<file path="src/common/ssl_consts.svh">
// Purpose: Constants of the stacked serial packet link
// Assumes: Included by bare name
// Notes: Counts are bytes of a packet, counted from zero
`ifndef SSL_CONSTS_SVH
`define SSL_CONSTS_SVH
// ==========================================
// Addressing
`define SSL_ADDR_ZERO 6'h00
`define SSL_ADDR_MAX 6'h3e
`define SSL_ADDR_BCAST 6'h3f
// ==========================================
// Checksum
`define SSL_CRC_POLY 8'h07
`define SSL_CRC_INIT 8'h00
// ==========================================
// Byte positions and lengths
`define SSL_BYTE_ADDR 9'h000
`define SSL_BYTE_REG 9'h001
`define SSL_BYTE_LEN 9'h002
`define SSL_WR_LEN 9'h003
`define SSL_WR_LEN_CRC 9'h004
`define SSL_BIT_LAST 3'h7
// ==========================================
// Buffering
`define SSL_FIFO_DEPTH 8
`endif

</file>
<file path="src/common/ssl_pkg.sv">
// Purpose: Types shared by the packet link modules
// Assumes: Nothing
// Notes: Constants live in ssl_consts.svh
package ssl_pkg;
   // ==========================================
   // Packet phase
   typedef enum logic [2:0] {
      ST_IDLE = 3'b000,
      ST_HEAD = 3'b001,
      ST_WRITE = 3'b010,
      ST_READ = 3'b011,
      ST_RCRC = 3'b100,
      ST_SKIP = 3'b101
   } ssl_state_t;
   // ==========================================
   // Accepted register write
   typedef struct packed {
      logic bcast;
      logic [7:0] offset;
      logic [7:0] data;
   } ssl_wr_t;
endpackage : ssl_pkg

</file>
<file path="src/common/ssl_fifo_if.sv">
// Purpose: Push and pop sides of the write queue
// Assumes: Single clock
// Notes: Valid and ready on both sides
`timescale 1ns/1ps
interface ssl_fifo_if #(parameter int W = 17);
   logic push_valid;
   logic push_ready;
   logic [W-1:0] push_data;
   logic pop_valid;
   logic pop_ready;
   logic [W-1:0] pop_data;
   modport fifo (input push_valid, push_data, pop_ready,
                 output push_ready, pop_valid, pop_data);
   modport user (output push_valid, push_data, pop_ready,
                 input push_ready, pop_valid, pop_data);
endinterface : ssl_fifo_if

</file>
<file path="src/logic/ssl_fifo.sv">
// Purpose: Queue of accepted register writes
// Assumes: DEPTH is a power of two
// Notes: Pop data is read from the register array
`timescale 1ns/1ps
module ssl_fifo
   import ssl_pkg::*;
#(
   parameter int W = 17,
   parameter int DEPTH = 8
)
(
   // Clock and reset
   input wire logic clk,
   input wire logic rst_b,
   // Queue sides
   ssl_fifo_if.fifo f
);
   localparam int AW = $clog2(DEPTH);
   localparam logic [AW:0] FULL = (AW+1)'(DEPTH);
   logic [W-1:0] mem [DEPTH];
   logic [AW-1:0] wr_ptr;
   logic [AW-1:0] rd_ptr;
   logic [AW:0] count;
   wire push = f.push_valid & f.push_ready;
   wire pop = f.pop_valid & f.pop_ready;

   // ==========================================
   // Flags
   assign f.push_ready = count != FULL;
   assign f.pop_valid = count != '0;
   assign f.pop_data = mem[rd_ptr];

   // ==========================================
   // Storage
   always_ff @(posedge clk)
   begin
      if (push)
      begin
         mem[wr_ptr] <= f.push_data;
      end
   end

   always_ff @(posedge clk or negedge rst_b)
   begin
      if (!rst_b)
      begin
         wr_ptr <= '0;
         rd_ptr <= '0;
         count <= '0;
      end
      else
      begin
         wr_ptr <= wr_ptr + AW'(push);
         rd_ptr <= rd_ptr + AW'(pop);
         count <= count + (AW+1)'(push) - (AW+1)'(pop);
      end
   end
endmodule : ssl_fifo

</file>
<file path="src/logic/ssl_link.sv">
// Purpose: Packet layer of a stackable serial monitor link
// Assumes: Serial clock far slower than CLK; register file outside
// Notes: Serial, select, alert and base-select pins pass a two-stage synchroniser first
// Operation
// - Vertical chip select is active high
// - Vertical lines idle low while deselected
// - Clock and data forwarded without inversion
// - Return data outputs low unless returning data
// - Read data shifted south, base drives host
// - Supplier appends checksum after read data
// - Write data relayed north up the stack
// - Bad checksum raises alert relayed south
// - Address 0x3f write is broadcast to valid
// - Broadcast write starts conversions together
// - Writes carry one byte, address shifted, W
// - Order address, offset, count or data, checksum
// - Checksum only while checking is enabled
// - CRC-8 poly 07, MSB first, all bytes but filler and returned checksum
// - Read checksum excludes host filler bytes
// - Checksum checked at select release
// - Mismatch discards packet, latches fault flag
// - Fault flag holds until FAULT_CLEAR
// - Mode 1, sample falling, MSB first
// - Valid addresses 0x01 to 0x3e
// - Address zero blocks north chip select
`timescale 1ns/1ps
`include "ssl_consts.svh"
module ssl_link
   import ssl_pkg::*;
(
   // Clock and reset
   input wire logic CLK,
   input wire logic RST_B,
   // Host side
   input wire logic HOST_CS_B,
   input wire logic HOST_SCLK,
   input wire logic HOST_SERIAL_IN,
   output logic HOST_SERIAL_OUT,
   output logic HOST_SERIAL_OUT_EN,
   output logic HOST_ALERT,
   // South side
   input wire logic SOUTH_CS,
   input wire logic SOUTH_SCLK,
   input wire logic SOUTH_SERIAL_IN,
   output logic SOUTH_SERIAL_OUT,
   output logic SOUTH_ALERT,
   // North side
   input wire logic NORTH_SERIAL_IN,
   input wire logic NORTH_ALERT,
   output logic NORTH_CS,
   output logic NORTH_SCLK,
   output logic NORTH_SERIAL_OUT,
   // Configuration and status
   input wire logic BASE_SEL,
   input wire logic [5:0] DEV_ADDR,
   input wire logic CHECKSUM_DISABLE,
   input wire logic FAULT_CLEAR,
   output logic VERTICAL_STACK_BUS_IDLE,
   output logic CRC_FAULT,
   // Register file
   input wire logic [7:0] RD_DATA,
   output logic [7:0] RD_ADDR,
   input wire logic WR_READY,
   output logic WR_VALID,
   output logic WR_BCAST,
   output logic [7:0] WR_OFFSET,
   output logic [7:0] WR_DATA
);
   // ==========================================
   // Synchroniser
   logic [8:0] meta;
   logic [8:0] sync;
   always_ff @(posedge CLK or negedge RST_B)
   begin
      if (!RST_B)
      begin
         meta <= 9'h000;
         sync <= 9'h000;
      end
      else
      begin
         meta <= {BASE_SEL, HOST_CS_B, HOST_SCLK, HOST_SERIAL_IN, SOUTH_CS,
                  SOUTH_SCLK, SOUTH_SERIAL_IN, NORTH_SERIAL_IN, NORTH_ALERT};
         sync <= meta;
      end
   end
   wire base = sync[8];
   wire n_sdi = sync[1];
   wire n_alert = sync[0];
   wire cs_act = base ? !sync[7] : sync[4];
   wire sck = base ? sync[6] : sync[3];
   wire sdi = base ? sync[5] : sync[2];
   wire crc_en = !CHECKSUM_DISABLE;
   wire addr_valid = (DEV_ADDR != `SSL_ADDR_ZERO) && (DEV_ADDR <= `SSL_ADDR_MAX);

   // ==========================================
   // Edges
   logic sck_q;
   logic cs_q;
   always_ff @(posedge CLK or negedge RST_B)
   begin
      if (!RST_B)
      begin
         sck_q <= 1'b0;
         cs_q <= 1'b0;
      end
      else
      begin
         sck_q <= sck;
         cs_q <= cs_act;
      end
   end
   // shift on rise, sample on fall
   wire rise = cs_act & sck & !sck_q;
   wire fall = cs_act & !sck & sck_q;
   wire cs_end = cs_q & !cs_act;

   // ==========================================
   // Shifting
   ssl_state_t st;
   ssl_state_t next_st;
   logic [2:0] bit_cnt;
   logic [8:0] byte_cnt;
   logic [7:0] sh_in;
   logic [7:0] sh_out;
   logic [7:0] crc;
   logic rw;
   logic bcast;
   logic [7:0] offset;
   logic [7:0] len;
   logic [7:0] wdata;
   wire byte_done = fall && bit_cnt == `SSL_BIT_LAST;
   wire [7:0] rx_byte = {sh_in[6:0], sdi};
   wire is_bc = rx_byte[6:1] == `SSL_ADDR_BCAST;
   wire hit_now = !rx_byte[7]
                  && (rx_byte[6:1] == DEV_ADDR || (is_bc && rx_byte[0] && addr_valid));
   wire tx_on = st == ST_READ || st == ST_RCRC;
   wire last_data = byte_cnt == ({1'b0, len} + `SSL_BYTE_LEN);
   // filler and returned checksum bytes not fed
   wire feed = st == ST_HEAD || st == ST_WRITE || st == ST_READ;
   wire [7:0] tx_load = (st == ST_READ) ? RD_DATA : (st == ST_RCRC) ? crc : 8'h00;
   wire crc_bit_in = (st == ST_READ) ? sh_out[7] : sdi;

   function automatic logic [7:0] crc_step(input logic [7:0] c, input logic b);
      crc_step = {c[6:0], 1'b0} ^ ((c[7] ^ b) ? `SSL_CRC_POLY : 8'h00);
   endfunction : crc_step

   always_comb
   begin
      next_st = st;
      if (!cs_act)
         next_st = ST_IDLE;
      else if (st == ST_IDLE)
         next_st = ST_HEAD;
      else if (byte_done)
      begin
         unique case (st)
            ST_HEAD:
            begin
               if (byte_cnt == `SSL_BYTE_ADDR && !hit_now)
                  next_st = ST_SKIP;
               else if (byte_cnt == `SSL_BYTE_REG && rw)
                  next_st = ST_WRITE;
               else if (byte_cnt == `SSL_BYTE_LEN)
                  next_st = (rx_byte != 8'h00) ? ST_READ : crc_en ? ST_RCRC : ST_SKIP;
            end
            ST_READ: next_st = !last_data ? ST_READ : crc_en ? ST_RCRC : ST_SKIP;
            ST_RCRC: next_st = ST_SKIP;
            ST_IDLE, ST_WRITE, ST_SKIP: next_st = st;
            default: next_st = ST_IDLE;
         endcase
      end
   end

   always_ff @(posedge CLK or negedge RST_B)
   begin
      if (!RST_B)
         st <= ST_IDLE;
      else
         st <= next_st;
   end

   always_ff @(posedge CLK or negedge RST_B)
   begin
      if (!RST_B)
      begin
         bit_cnt <= 3'h0;
         byte_cnt <= 9'h000;
         sh_in <= 8'h00;
         crc <= `SSL_CRC_INIT;
      end
      else if (st == ST_IDLE)
      begin
         bit_cnt <= 3'h0;
         byte_cnt <= 9'h000;
         crc <= `SSL_CRC_INIT;
      end
      else if (fall)
      begin
         bit_cnt <= bit_cnt + 3'h1;
         byte_cnt <= byte_cnt + 9'(byte_done);
         sh_in <= rx_byte;
         crc <= feed ? crc_step(crc, crc_bit_in) : crc;
      end
   end

   // address byte, W in bit zero
   always_ff @(posedge CLK or negedge RST_B)
   begin
      if (!RST_B)
      begin
         rw <= 1'b0;
         bcast <= 1'b0;
         offset <= 8'h00;
         len <= 8'h00;
         wdata <= 8'h00;
      end
      else if (byte_done)
      begin
         rw <= (byte_cnt == `SSL_BYTE_ADDR) ? rx_byte[0] : rw;
         bcast <= (byte_cnt == `SSL_BYTE_ADDR) ? is_bc : bcast;
         offset <= (byte_cnt == `SSL_BYTE_REG) ? rx_byte : offset;
         len <= (byte_cnt == `SSL_BYTE_LEN && !rw) ? rx_byte : len;
         wdata <= (byte_cnt == `SSL_BYTE_LEN && rw) ? rx_byte : wdata;
      end
   end

   // read data out on rising edges
   always_ff @(posedge CLK or negedge RST_B)
   begin
      if (!RST_B)
      begin
         sh_out <= 8'h00;
         RD_ADDR <= 8'h00;
      end
      else if (byte_done && byte_cnt == `SSL_BYTE_REG)
         RD_ADDR <= rx_byte;
      else if (rise)
      begin
         sh_out <= (bit_cnt == 3'h0) ? tx_load : {sh_out[6:0], 1'b0};
         RD_ADDR <= RD_ADDR + 8'((bit_cnt == 3'h0) && st == ST_READ);
      end
   end

   // ==========================================
   // Write acceptance
   // checked when select drops
   wire wr_end = cs_end && st == ST_WRITE;
   wire wr_ok = bit_cnt == 3'h0 && (crc_en ? (byte_cnt == `SSL_WR_LEN_CRC
                && crc == `SSL_CRC_INIT) : byte_cnt == `SSL_WR_LEN);
   wire bad = wr_end && !wr_ok && crc_en;
   logic fault;
   logic pend;
   ssl_wr_t pend_word;
   ssl_fifo_if #(.W($bits(ssl_wr_t))) fq ();
   assign fq.push_valid = pend;
   assign fq.push_data = pend_word;

   // flag sets only at packet end, clears on FAULT_CLEAR
   always_ff @(posedge CLK or negedge RST_B)
   begin
      if (!RST_B)
         fault <= 1'b0;
      else
         fault <= bad || (fault && !FAULT_CLEAR);
   end

   // broadcast flag goes to registers
   // A write ending while a held write waits on a full queue is dropped
   always_ff @(posedge CLK or negedge RST_B)
   begin
      if (!RST_B)
      begin
         pend <= 1'b0;
         pend_word <= '0;
      end
      else if (wr_end && wr_ok && !(pend && !fq.push_ready))
      begin
         pend <= 1'b1;
         pend_word <= '{bcast: bcast, offset: offset, data: wdata};
      end
      else if (fq.push_ready)
         pend <= 1'b0;
   end

   ssl_fifo #(.W($bits(ssl_wr_t)), .DEPTH(`SSL_FIFO_DEPTH)) u_fifo (
      .clk(CLK),
      .rst_b(RST_B),
      .f(fq)
   );

   // Output stage keeps write outputs on flops
   assign fq.pop_ready = !WR_VALID || WR_READY;
   always_ff @(posedge CLK or negedge RST_B)
   begin
      if (!RST_B)
      begin
         WR_VALID <= 1'b0;
         {WR_BCAST, WR_OFFSET, WR_DATA} <= '0;
      end
      else if (fq.pop_ready)
      begin
         WR_VALID <= fq.pop_valid;
         {WR_BCAST, WR_OFFSET, WR_DATA} <= fq.pop_data;
      end
   end

   // ==========================================
   // Pins
   wire ret = tx_on ? sh_out[7] : n_sdi;
   wire alert_any = fault || n_alert;
   assign CRC_FAULT = fault;
   always_ff @(posedge CLK or negedge RST_B)
   begin
      if (!RST_B)
      begin
         {HOST_SERIAL_OUT, HOST_SERIAL_OUT_EN, SOUTH_SERIAL_OUT} <= 3'h0;
         {HOST_ALERT, SOUTH_ALERT, VERTICAL_STACK_BUS_IDLE} <= 3'h1;
         {NORTH_CS, NORTH_SCLK, NORTH_SERIAL_OUT} <= 3'h0;
      end
      else
      begin
         HOST_SERIAL_OUT <= base && cs_act && ret;
         HOST_SERIAL_OUT_EN <= base && cs_act;
         SOUTH_SERIAL_OUT <= !base && cs_act && ret;
         HOST_ALERT <= base && alert_any;
         SOUTH_ALERT <= !base && alert_any;
         VERTICAL_STACK_BUS_IDLE <= !cs_act;
         // no north select at address zero
         NORTH_CS <= cs_act && DEV_ADDR != `SSL_ADDR_ZERO;
         NORTH_SCLK <= cs_act && sck;
         NORTH_SERIAL_OUT <= cs_act && sdi;
      end
   end
endmodule : ssl_link

</file>
<file path="config.mk">
export PLATFORM = sky130hd
export DESIGN_NAME = ssl_link
export DESIGN_NICKNAME = d
export VERILOG_FILES = /design/src/common/ssl_pkg.sv /design/src/common/ssl_fifo_if.sv /design/src/logic/ssl_fifo.sv /design/src/logic/ssl_link.sv
export VERILOG_INCLUDE_DIRS = /design/src /design/src/common
export SDC_FILE = /design/constraint.sdc
export NUM_CORES = 1
export LEC_CHECK = 0
export CORE_MARGIN = 5
export CORE_UTILIZATION = 30
export DETAILED_ROUTE_END_ITERATION = 8
export DONT_BUFFER_PORTS = 1
export PLACE_DENSITY_LB_ADDON = 0.05
export SLEW_MARGIN = 10
export SYNTH_ARGS = -nofsm -noshare
export SYNTH_HDL_FRONTEND = slang
export SYNTH_SLANG_ARGS = --single-unit
</file>
<file path="constraint.sdc">
create_clock -name CLK -period 2.69 [get_ports CLK]
set_input_delay 0.807 -clock CLK [delete_from_list [all_inputs] [get_ports CLK]]
set_output_delay 0.807 -clock CLK [all_outputs]
set_load 0.05 [all_outputs]
</file>
---- Word level (Yosys, flattened, before mapping) ----
Memories as Yosys holds them, arrays and structs flattened. A register that Yosys moved wholly into a read port is not among the register bits.
Cells that the tools add are included.
W data, S select, Z words.
word-level totals
  register bits after elaboration ......... 131
  bits in writable memories ............... 136
  output and inout bits ................... 36
  memories kept ........................... 1
operators by class
  $add $sub $neg .......................... 8
  order comparisons ....................... 1
  eq/ne operators ......................... 17
  multiplexer cells ....................... 33
  bitwise gates (word level) .............. 11
  reduce and logical (&&, ||, !) cells .... 71
memories
  name        words  bits a word  rd ports  clocked after Yosys merged registers in  write ports  RTL line        source
  u_fifo.mem  8      17           1         1                                        1            ssl_fifo.sv:20  logic [W-1:0] mem [DEPTH];
operator list
  kind                   count
  $mux W8                8
  $mux W3                11
  $logic_and A1 B1 Y1    29
  $eq A9 B2 Y1 const B   2
  $mux W9                2
  $logic_not A1 Y1       15
  $reduce_and A2 Y1      7
  $pmux W3 S4            1
  $mux W1                11
  $add A8 B2 Y9 const B  1
  $add A9 B1 Y9          1
  $eq A3 B3 Y1 const B   3
  $eq A9 B1 Y1 const B   1
  $eq A9 B3 Y1 const B   1
  $eq A9 B9 Y1           1
  $logic_not A9 Y1       1
  $add A8 B1 Y8          1
  $logic_not A8 Y1       1
  $reduce_bool A2 Y1     4
  $reduce_bool A8 Y1     1
  $xor A8 B3 Y8          1
  $and A1 B1 Y1          7
  $logic_or A1 B1 Y1     7
  $add A3 B1 Y3          2
  19 further kinds       22

---- Longest topological paths before layout ----
  depth in word-level cells ............... 12
  mapped depth ............................ 11
  mapped depth without buffers ............ 10

---- Modules after synthesis ----
From an unflattened synthesis, not the netlist that was laid out.
unflattened totals
  cell total of the unflattened synthesis .. 777
  area, all modules ....................... 11,865.1 sq um
by module, submodules not included
  module    times used  cells each  area an instance (sq um)  seq. area each (sq um)
  ssl_link  1           527         6,104.6                   3,454.6
  ssl_fifo  1           250         5,760.5                   4,334.2

---- Worst setup path after synthesis ----
No wires, ideal clock.
  kind .................................... reg2reg
  from .................................... register u_fifo.count[2]
  to ...................................... memory u_fifo.mem[1][0] (enable)
  library setup time ...................... 0.412 ns
  arrival time ............................ 2.252 ns
  data required time ...................... 2.278 ns
  path slack .............................. 0.025 ns
  cell stages (with the launch flop) ...... 6
  path buffers ............................ 0
  period minus slack after synthesis ...... 2.665 ns
  cells stage by stage .................... dfrtp_1 -> inv_1 -> ha_1 -> a21boi_0 -> nand2_1 -> nor3_1
between the ends
  longest elaborated chain between the ends .. 4
RTL lines
  element                        RTL line        source
  start, declared                ssl_fifo.sv:23  logic [AW:0] count;
  start signal, assigned         ssl_fifo.sv:55  count <= count + (AW+1)'(push) - (AW+1)'(pop);
  $ne A4 B4 Y1                   ssl_fifo.sv:29  assign f.push_ready = count != FULL;
  $and A1 B1 Y1                  ssl_fifo.sv:24  wire push = f.push_valid & f.push_ready;
  $mux W1                        ssl_fifo.sv:37  if (push)
  $mux W1 (not written as such)  ssl_fifo.sv:39  mem[wr_ptr] <= f.push_data;
  end, declared                  ssl_fifo.sv:20
No other way between the ends.

---- Worst setup path in the final report ----
  from .................................... register crc[2]
  to ...................................... register pend_word (netlist bit fq.push_data[3])
between the ends
  longest elaborated chain between the ends .. 6
RTL lines
  element                           RTL line         source
  start, declared                   ssl_link.sv:126  logic [7:0] crc;
  start signal, assigned            ssl_link.sv:190  crc <= `SSL_CRC_INIT;
  start signal, assigned            ssl_link.sv:196  crc <= `SSL_CRC_INIT;
  start signal, assigned            ssl_link.sv:203  crc <= feed ? crc_step(crc, crc_bit_in) : crc;
  $logic_not A8 Y1 (no line)        -
  $logic_and A1 B1 Y1 (no line)     -
  $mux W1 (no line)                 -
  $logic_and A1 B1 Y1               ssl_link.sv:249  wire wr_ok = bit_cnt == 3'h0 && (crc_en ? (byte_cnt == `SSL_WR_LEN_CRC
  $logic_and A1 B1 Y1 (2 in a row)  ssl_link.sv:277  else if (wr_end && wr_ok && !(pend && !fq.push_ready))
  end signal, assigned              ssl_link.sv:280  pend_word <= '{bcast: bcast, offset: offset, data: wdata};
  end, declared                     ssl_link.sv:254  ssl_wr_t pend_word;
No other way between the ends.
A chain may end at the register's enable or synchronous reset.

==> results.py <==
metrics = {
    "run_status": {
        "violations": "negative hold slack",
        "status": "finished with violations",
    },
    "global_routing": {
        "grt_start_max_net_pins": 149,
        "grt_usage": 0.1284,
        "antenna_found_initial": 0,
        "grt_pass1_vias": 7113,
        "grt_pass1_wl_um": 43030,
        "gr-total-overflow": 0,
    },
    "routing": {
        "postRouteAntennaNets": 0,
        "wire_per_inst_um": 19.79,
        "drt_iter0_markers": 318,
        "via_per_inst": 4.724,
        "wl_um": 27200,
        "first_pass_iters": 4,
        "wl_met2_um": 13430,
        "wl_met3_um": 1702,
        "top_layer": "met4",
        "wl_met1_um": 11370,
        "drc": 0,
        "vias": 6491,
    },
    "synthesis": {
        "synth_ff_type": "dfrtp_1",
        "synth_top_area_cell": "edfxtp_1",
        "synth_seq_cells": 284,
        "synth_top_cell_area_share": 0.3470,
        "synthTopCellsByArea": "edfxtp_1 (35%), dfrtp_1 (31%), mux4_2 (6.5%), mux2_2 (2.5%), nand2_1 (2.1%)",
        "synth_area_mm2": 0.01177,
        "ys_seq_area_frac": 0.6618,
        "synth_warnings": 0,
        "async_flop_share": 0.5211,
        "synth_edf_count": 136,
        "syn_inst": 805,
        "syn_area_per_cell_um2": 14.62,
        "synthDistinctLibCells": 70,
        "syn_nets": 852,
    },
    "floorplanning": {
        "core_area_mm2": 0.03874,
        "fp-row-count": 72,
        "pin_count": 64,
        "fp.dieW_um": 208.1,
        "start_util": 0.3038,
        "die_h_um": 208.1,
        "die_area_mm2": 0.04329,
    },
    "timing": {
        "clock_skew_ns": 0.02975,
        "worst_pin_slew_ns": 0.6899,
        "finalHoldViolCount": 27,
        "rsz0062_at_grt": "no",
        "whs_ns": -0.04163,
        "relSlewSlack": 0.5400,
        "period_share": 0.9299,
        "max_clock_freq_mhz": 399.8,
        "tns_ns": 0,
        "fin_crit_ns": 2.501,
        "setup-violations-final": 0,
        "finalMaxSlewViolations": 0,
    },
    "critical_path": {
        "worstSetupStartpoint": "crc[2]",
        "start_kind": "flip-flop",
        "critical_path_class": "reg -> reg",
        "r2r_end": "fq.push_data[3]",
        "endpoint": "fq.push_data[3]",
        "critical_path.endpoint_type": "flip-flop",
        "cp_max_fo": 17,
        "r2r-start": "crc[2]",
        "critical_path_arrival_ns": 2.90,
        "worstRegToRegCells": 7,
        "critical_path_required_ns": 3.09,
        "reg2reg_slack_ns": 0.19,
    },
    "power": {
        "vdd_drop_max_mv": 0.3897,
        "power_density_mw_per_mm2": 783.8,
        "p_leak_nw": 4.938,
    },
    "cells_and_area": {
        "diodes": 0,
        "syn_to_final_growth_pct": 15.30,
        "fin_nets": 876,
        "final_cell_count_no_fill": 1374,
        "nFillCells": 3776,
        "drive_gt1_frac": 0.1928,
    },
    "clocking": {
        "clk_pin_slew_ns": 0.06,
        "tritoncts": "built",
        "clockBufferDepth": 3,
        "numCtsBuffers": 36,
        "cts_max_level": 2,
        "cts_sinks": 284,
        "worstSkewPairLatency_ns": 0.54,
        "cts_root_buf": "clkbuf_16",
        "post_cts_buffers": 0,
    },
    "placed_design": {
        "place_congestion": 0.7918,
        "placedCellCount": 1309,
        "io_buffers": 0,
        "place_hpwl_um": 17370,
    },
    "hold_path": {
        "min_path_type": "in -> async",
    },
    "job": {
        "drv_cap": 0,
    },
}
## layout by cell type (no fill, tap or decap), drive strengths merged, types with 3 or more instances in the layout
| master | instances |
|---|---|
| o21ai | 43 |
| mux4 | 34 |
| a21oi | 23 |
| a2111oi | 3 |
| clkbuf | 54 |
| mux2 | 38 |
| clkinv | 9 |
| or3 | 5 |
| buf | 29 |
| nand2 | 66 |
| inv | 29 |
| xnor2 | 15 |
| a221oi | 8 |
| o31ai | 3 |
| ha | 18 |
| a22o | 6 |
| nor2 | 54 |
| nor4 | 10 |
| and3 | 5 |
| nor3 | 8 |
| a21o | 3 |
| nand3 | 9 |
| edfxtp | 136 |
| nor2b | 11 |
| xor2 | 19 |
| dfrtp | 147 |
| mux2i | 22 |
| nand4 | 8 |
| nand3b | 5 |
| nand2b | 6 |
## cell families (layout without fill, tap and decap cells)
family / count (synthesis) / in the layout / synth area share
XOR/XNOR: 34 / 34 / 0.02530
flip-flops: 284 / 284 / 0.6618
multiplexers: 94 / 94 / 0.1233
AND/OR/NAND/NOR: 194 / 194 / 0.08080
adder cells (fa/ha/maj): 19 / 19 / 0.02084
buffers and inverters: 70 / 121 / 0.02700
AO/OA/AOI/OAI: 110 / 110 / 0.06092
## final cells by class
type	count	area (um^2)	area share
clock inverters	11	90.09	0.006639
clock buffers	54	1008	0.07432
inverters	27	106.4	0.007838
flip-flops and latches	284	7790	0.5741
multi-input cells	451	3684	0.2715
repair buffers	29	242.7	0.01789
well taps	518	648.1	0.04776
## synthesized netlist by cell type (2+ instances only)
master       n
a21o_1       3
mux2_1       2
nor4b_1      2
nor2_1      54
nand2_1     65
a311o_1      2
a211o_1      2
inv_1       26
nand3_1      9
nor4_2       2
clkbuf_2     3
a2111oi_0    2
buf_2        9
mux2i_1     22
clkbuf_1    26
mux4_2      34
nand3b_1     5
and3_1       5
edfxtp_1   136
nor2b_1      9
buf_6        2
nor3_1       7
a31oi_1      2
a21oi_1     23
mux2_2      26
nand2b_1     6
and4_1       2
ha_1        18
o31ai_1      3
dfrtp_1    147
a22o_1       6
xnor2_1     15
nor4_1       8
o21ai_0     42
o31a_1       2
nand4_1      7
mux2_4      10
or3_1        5
xor2_1      19
a221oi_1     7
## worst min path at each step
stage / to / depth (start not counted) / slack, ns
finish: WR_DATA[3] / 0 / -0.04
global route: WR_DATA[3] / 0 / -0.09
CTS: WR_DATA[5] / 0 / -0.08
detailed placement: sync[0] / 0 / 0.33
global placement: sync[0] / 0 / 0.34
floorplan: sync[0] / 0 / 0.33
## sequential cells by signal (all words and copies together), names as in the netlist, 4 cells and up
signal	flops
sh_in	7
sh_out	8
u_fifo.count	4
sync	9
wdata	8
len	8
byte_cnt	9
fq.push_data	17
meta	9
offset	8
crc	8
WR_DATA	8
u_fifo.mem	136
RD_ADDR	8
WR_OFFSET	8
## through the flow
step	total power (W)	area (um^2)	worst slack [ns]	utilization
after detailed placement	0.006335	12470	0.1962	0.3219
after floorplan	0.005971	11770	0.02529	-
after global placement	0.006308	12470	0.2249	0.3219
after global routing	0.01119	13570	0.02158	0.3503
after CTS	0.01089	13570	0.1910	0.3503
final	0.01064	13570	0.1885	0.3503
## report_power, final
group	switching (W)	leakage [nW]	internal (W)
clock network	0.00182	0.539	0.00261
logic	0.000647	1.55	0.000503
registers	0.000353	2.84	0.00470
## worst max-delay path: stages, from the launching register on
cell and delay [ns]:
dfrtp_1 0.41, nor4_1 0.39, a31oi_1 0.18, nor3_2 0.23, or3b_1 0.43, nor2b_2 0.18, buf_12 0.18, mux2_2 0.35
## repair_timing
item | in CTS | in global routing
endpoints found under the setup margin | 0 | 0
gates resized for setup | 0 | 0
endpoints found under the hold margin | 147 | 132
## metal layers
metal,up-vias,global-route usage
met4,0,0.04032
met1,3294,0.1536
met5,-,0
li1,3031,-
met2,121,0.2191
met3,45,0.04413
No activity file was read; power rests on OpenSTA's default activity.
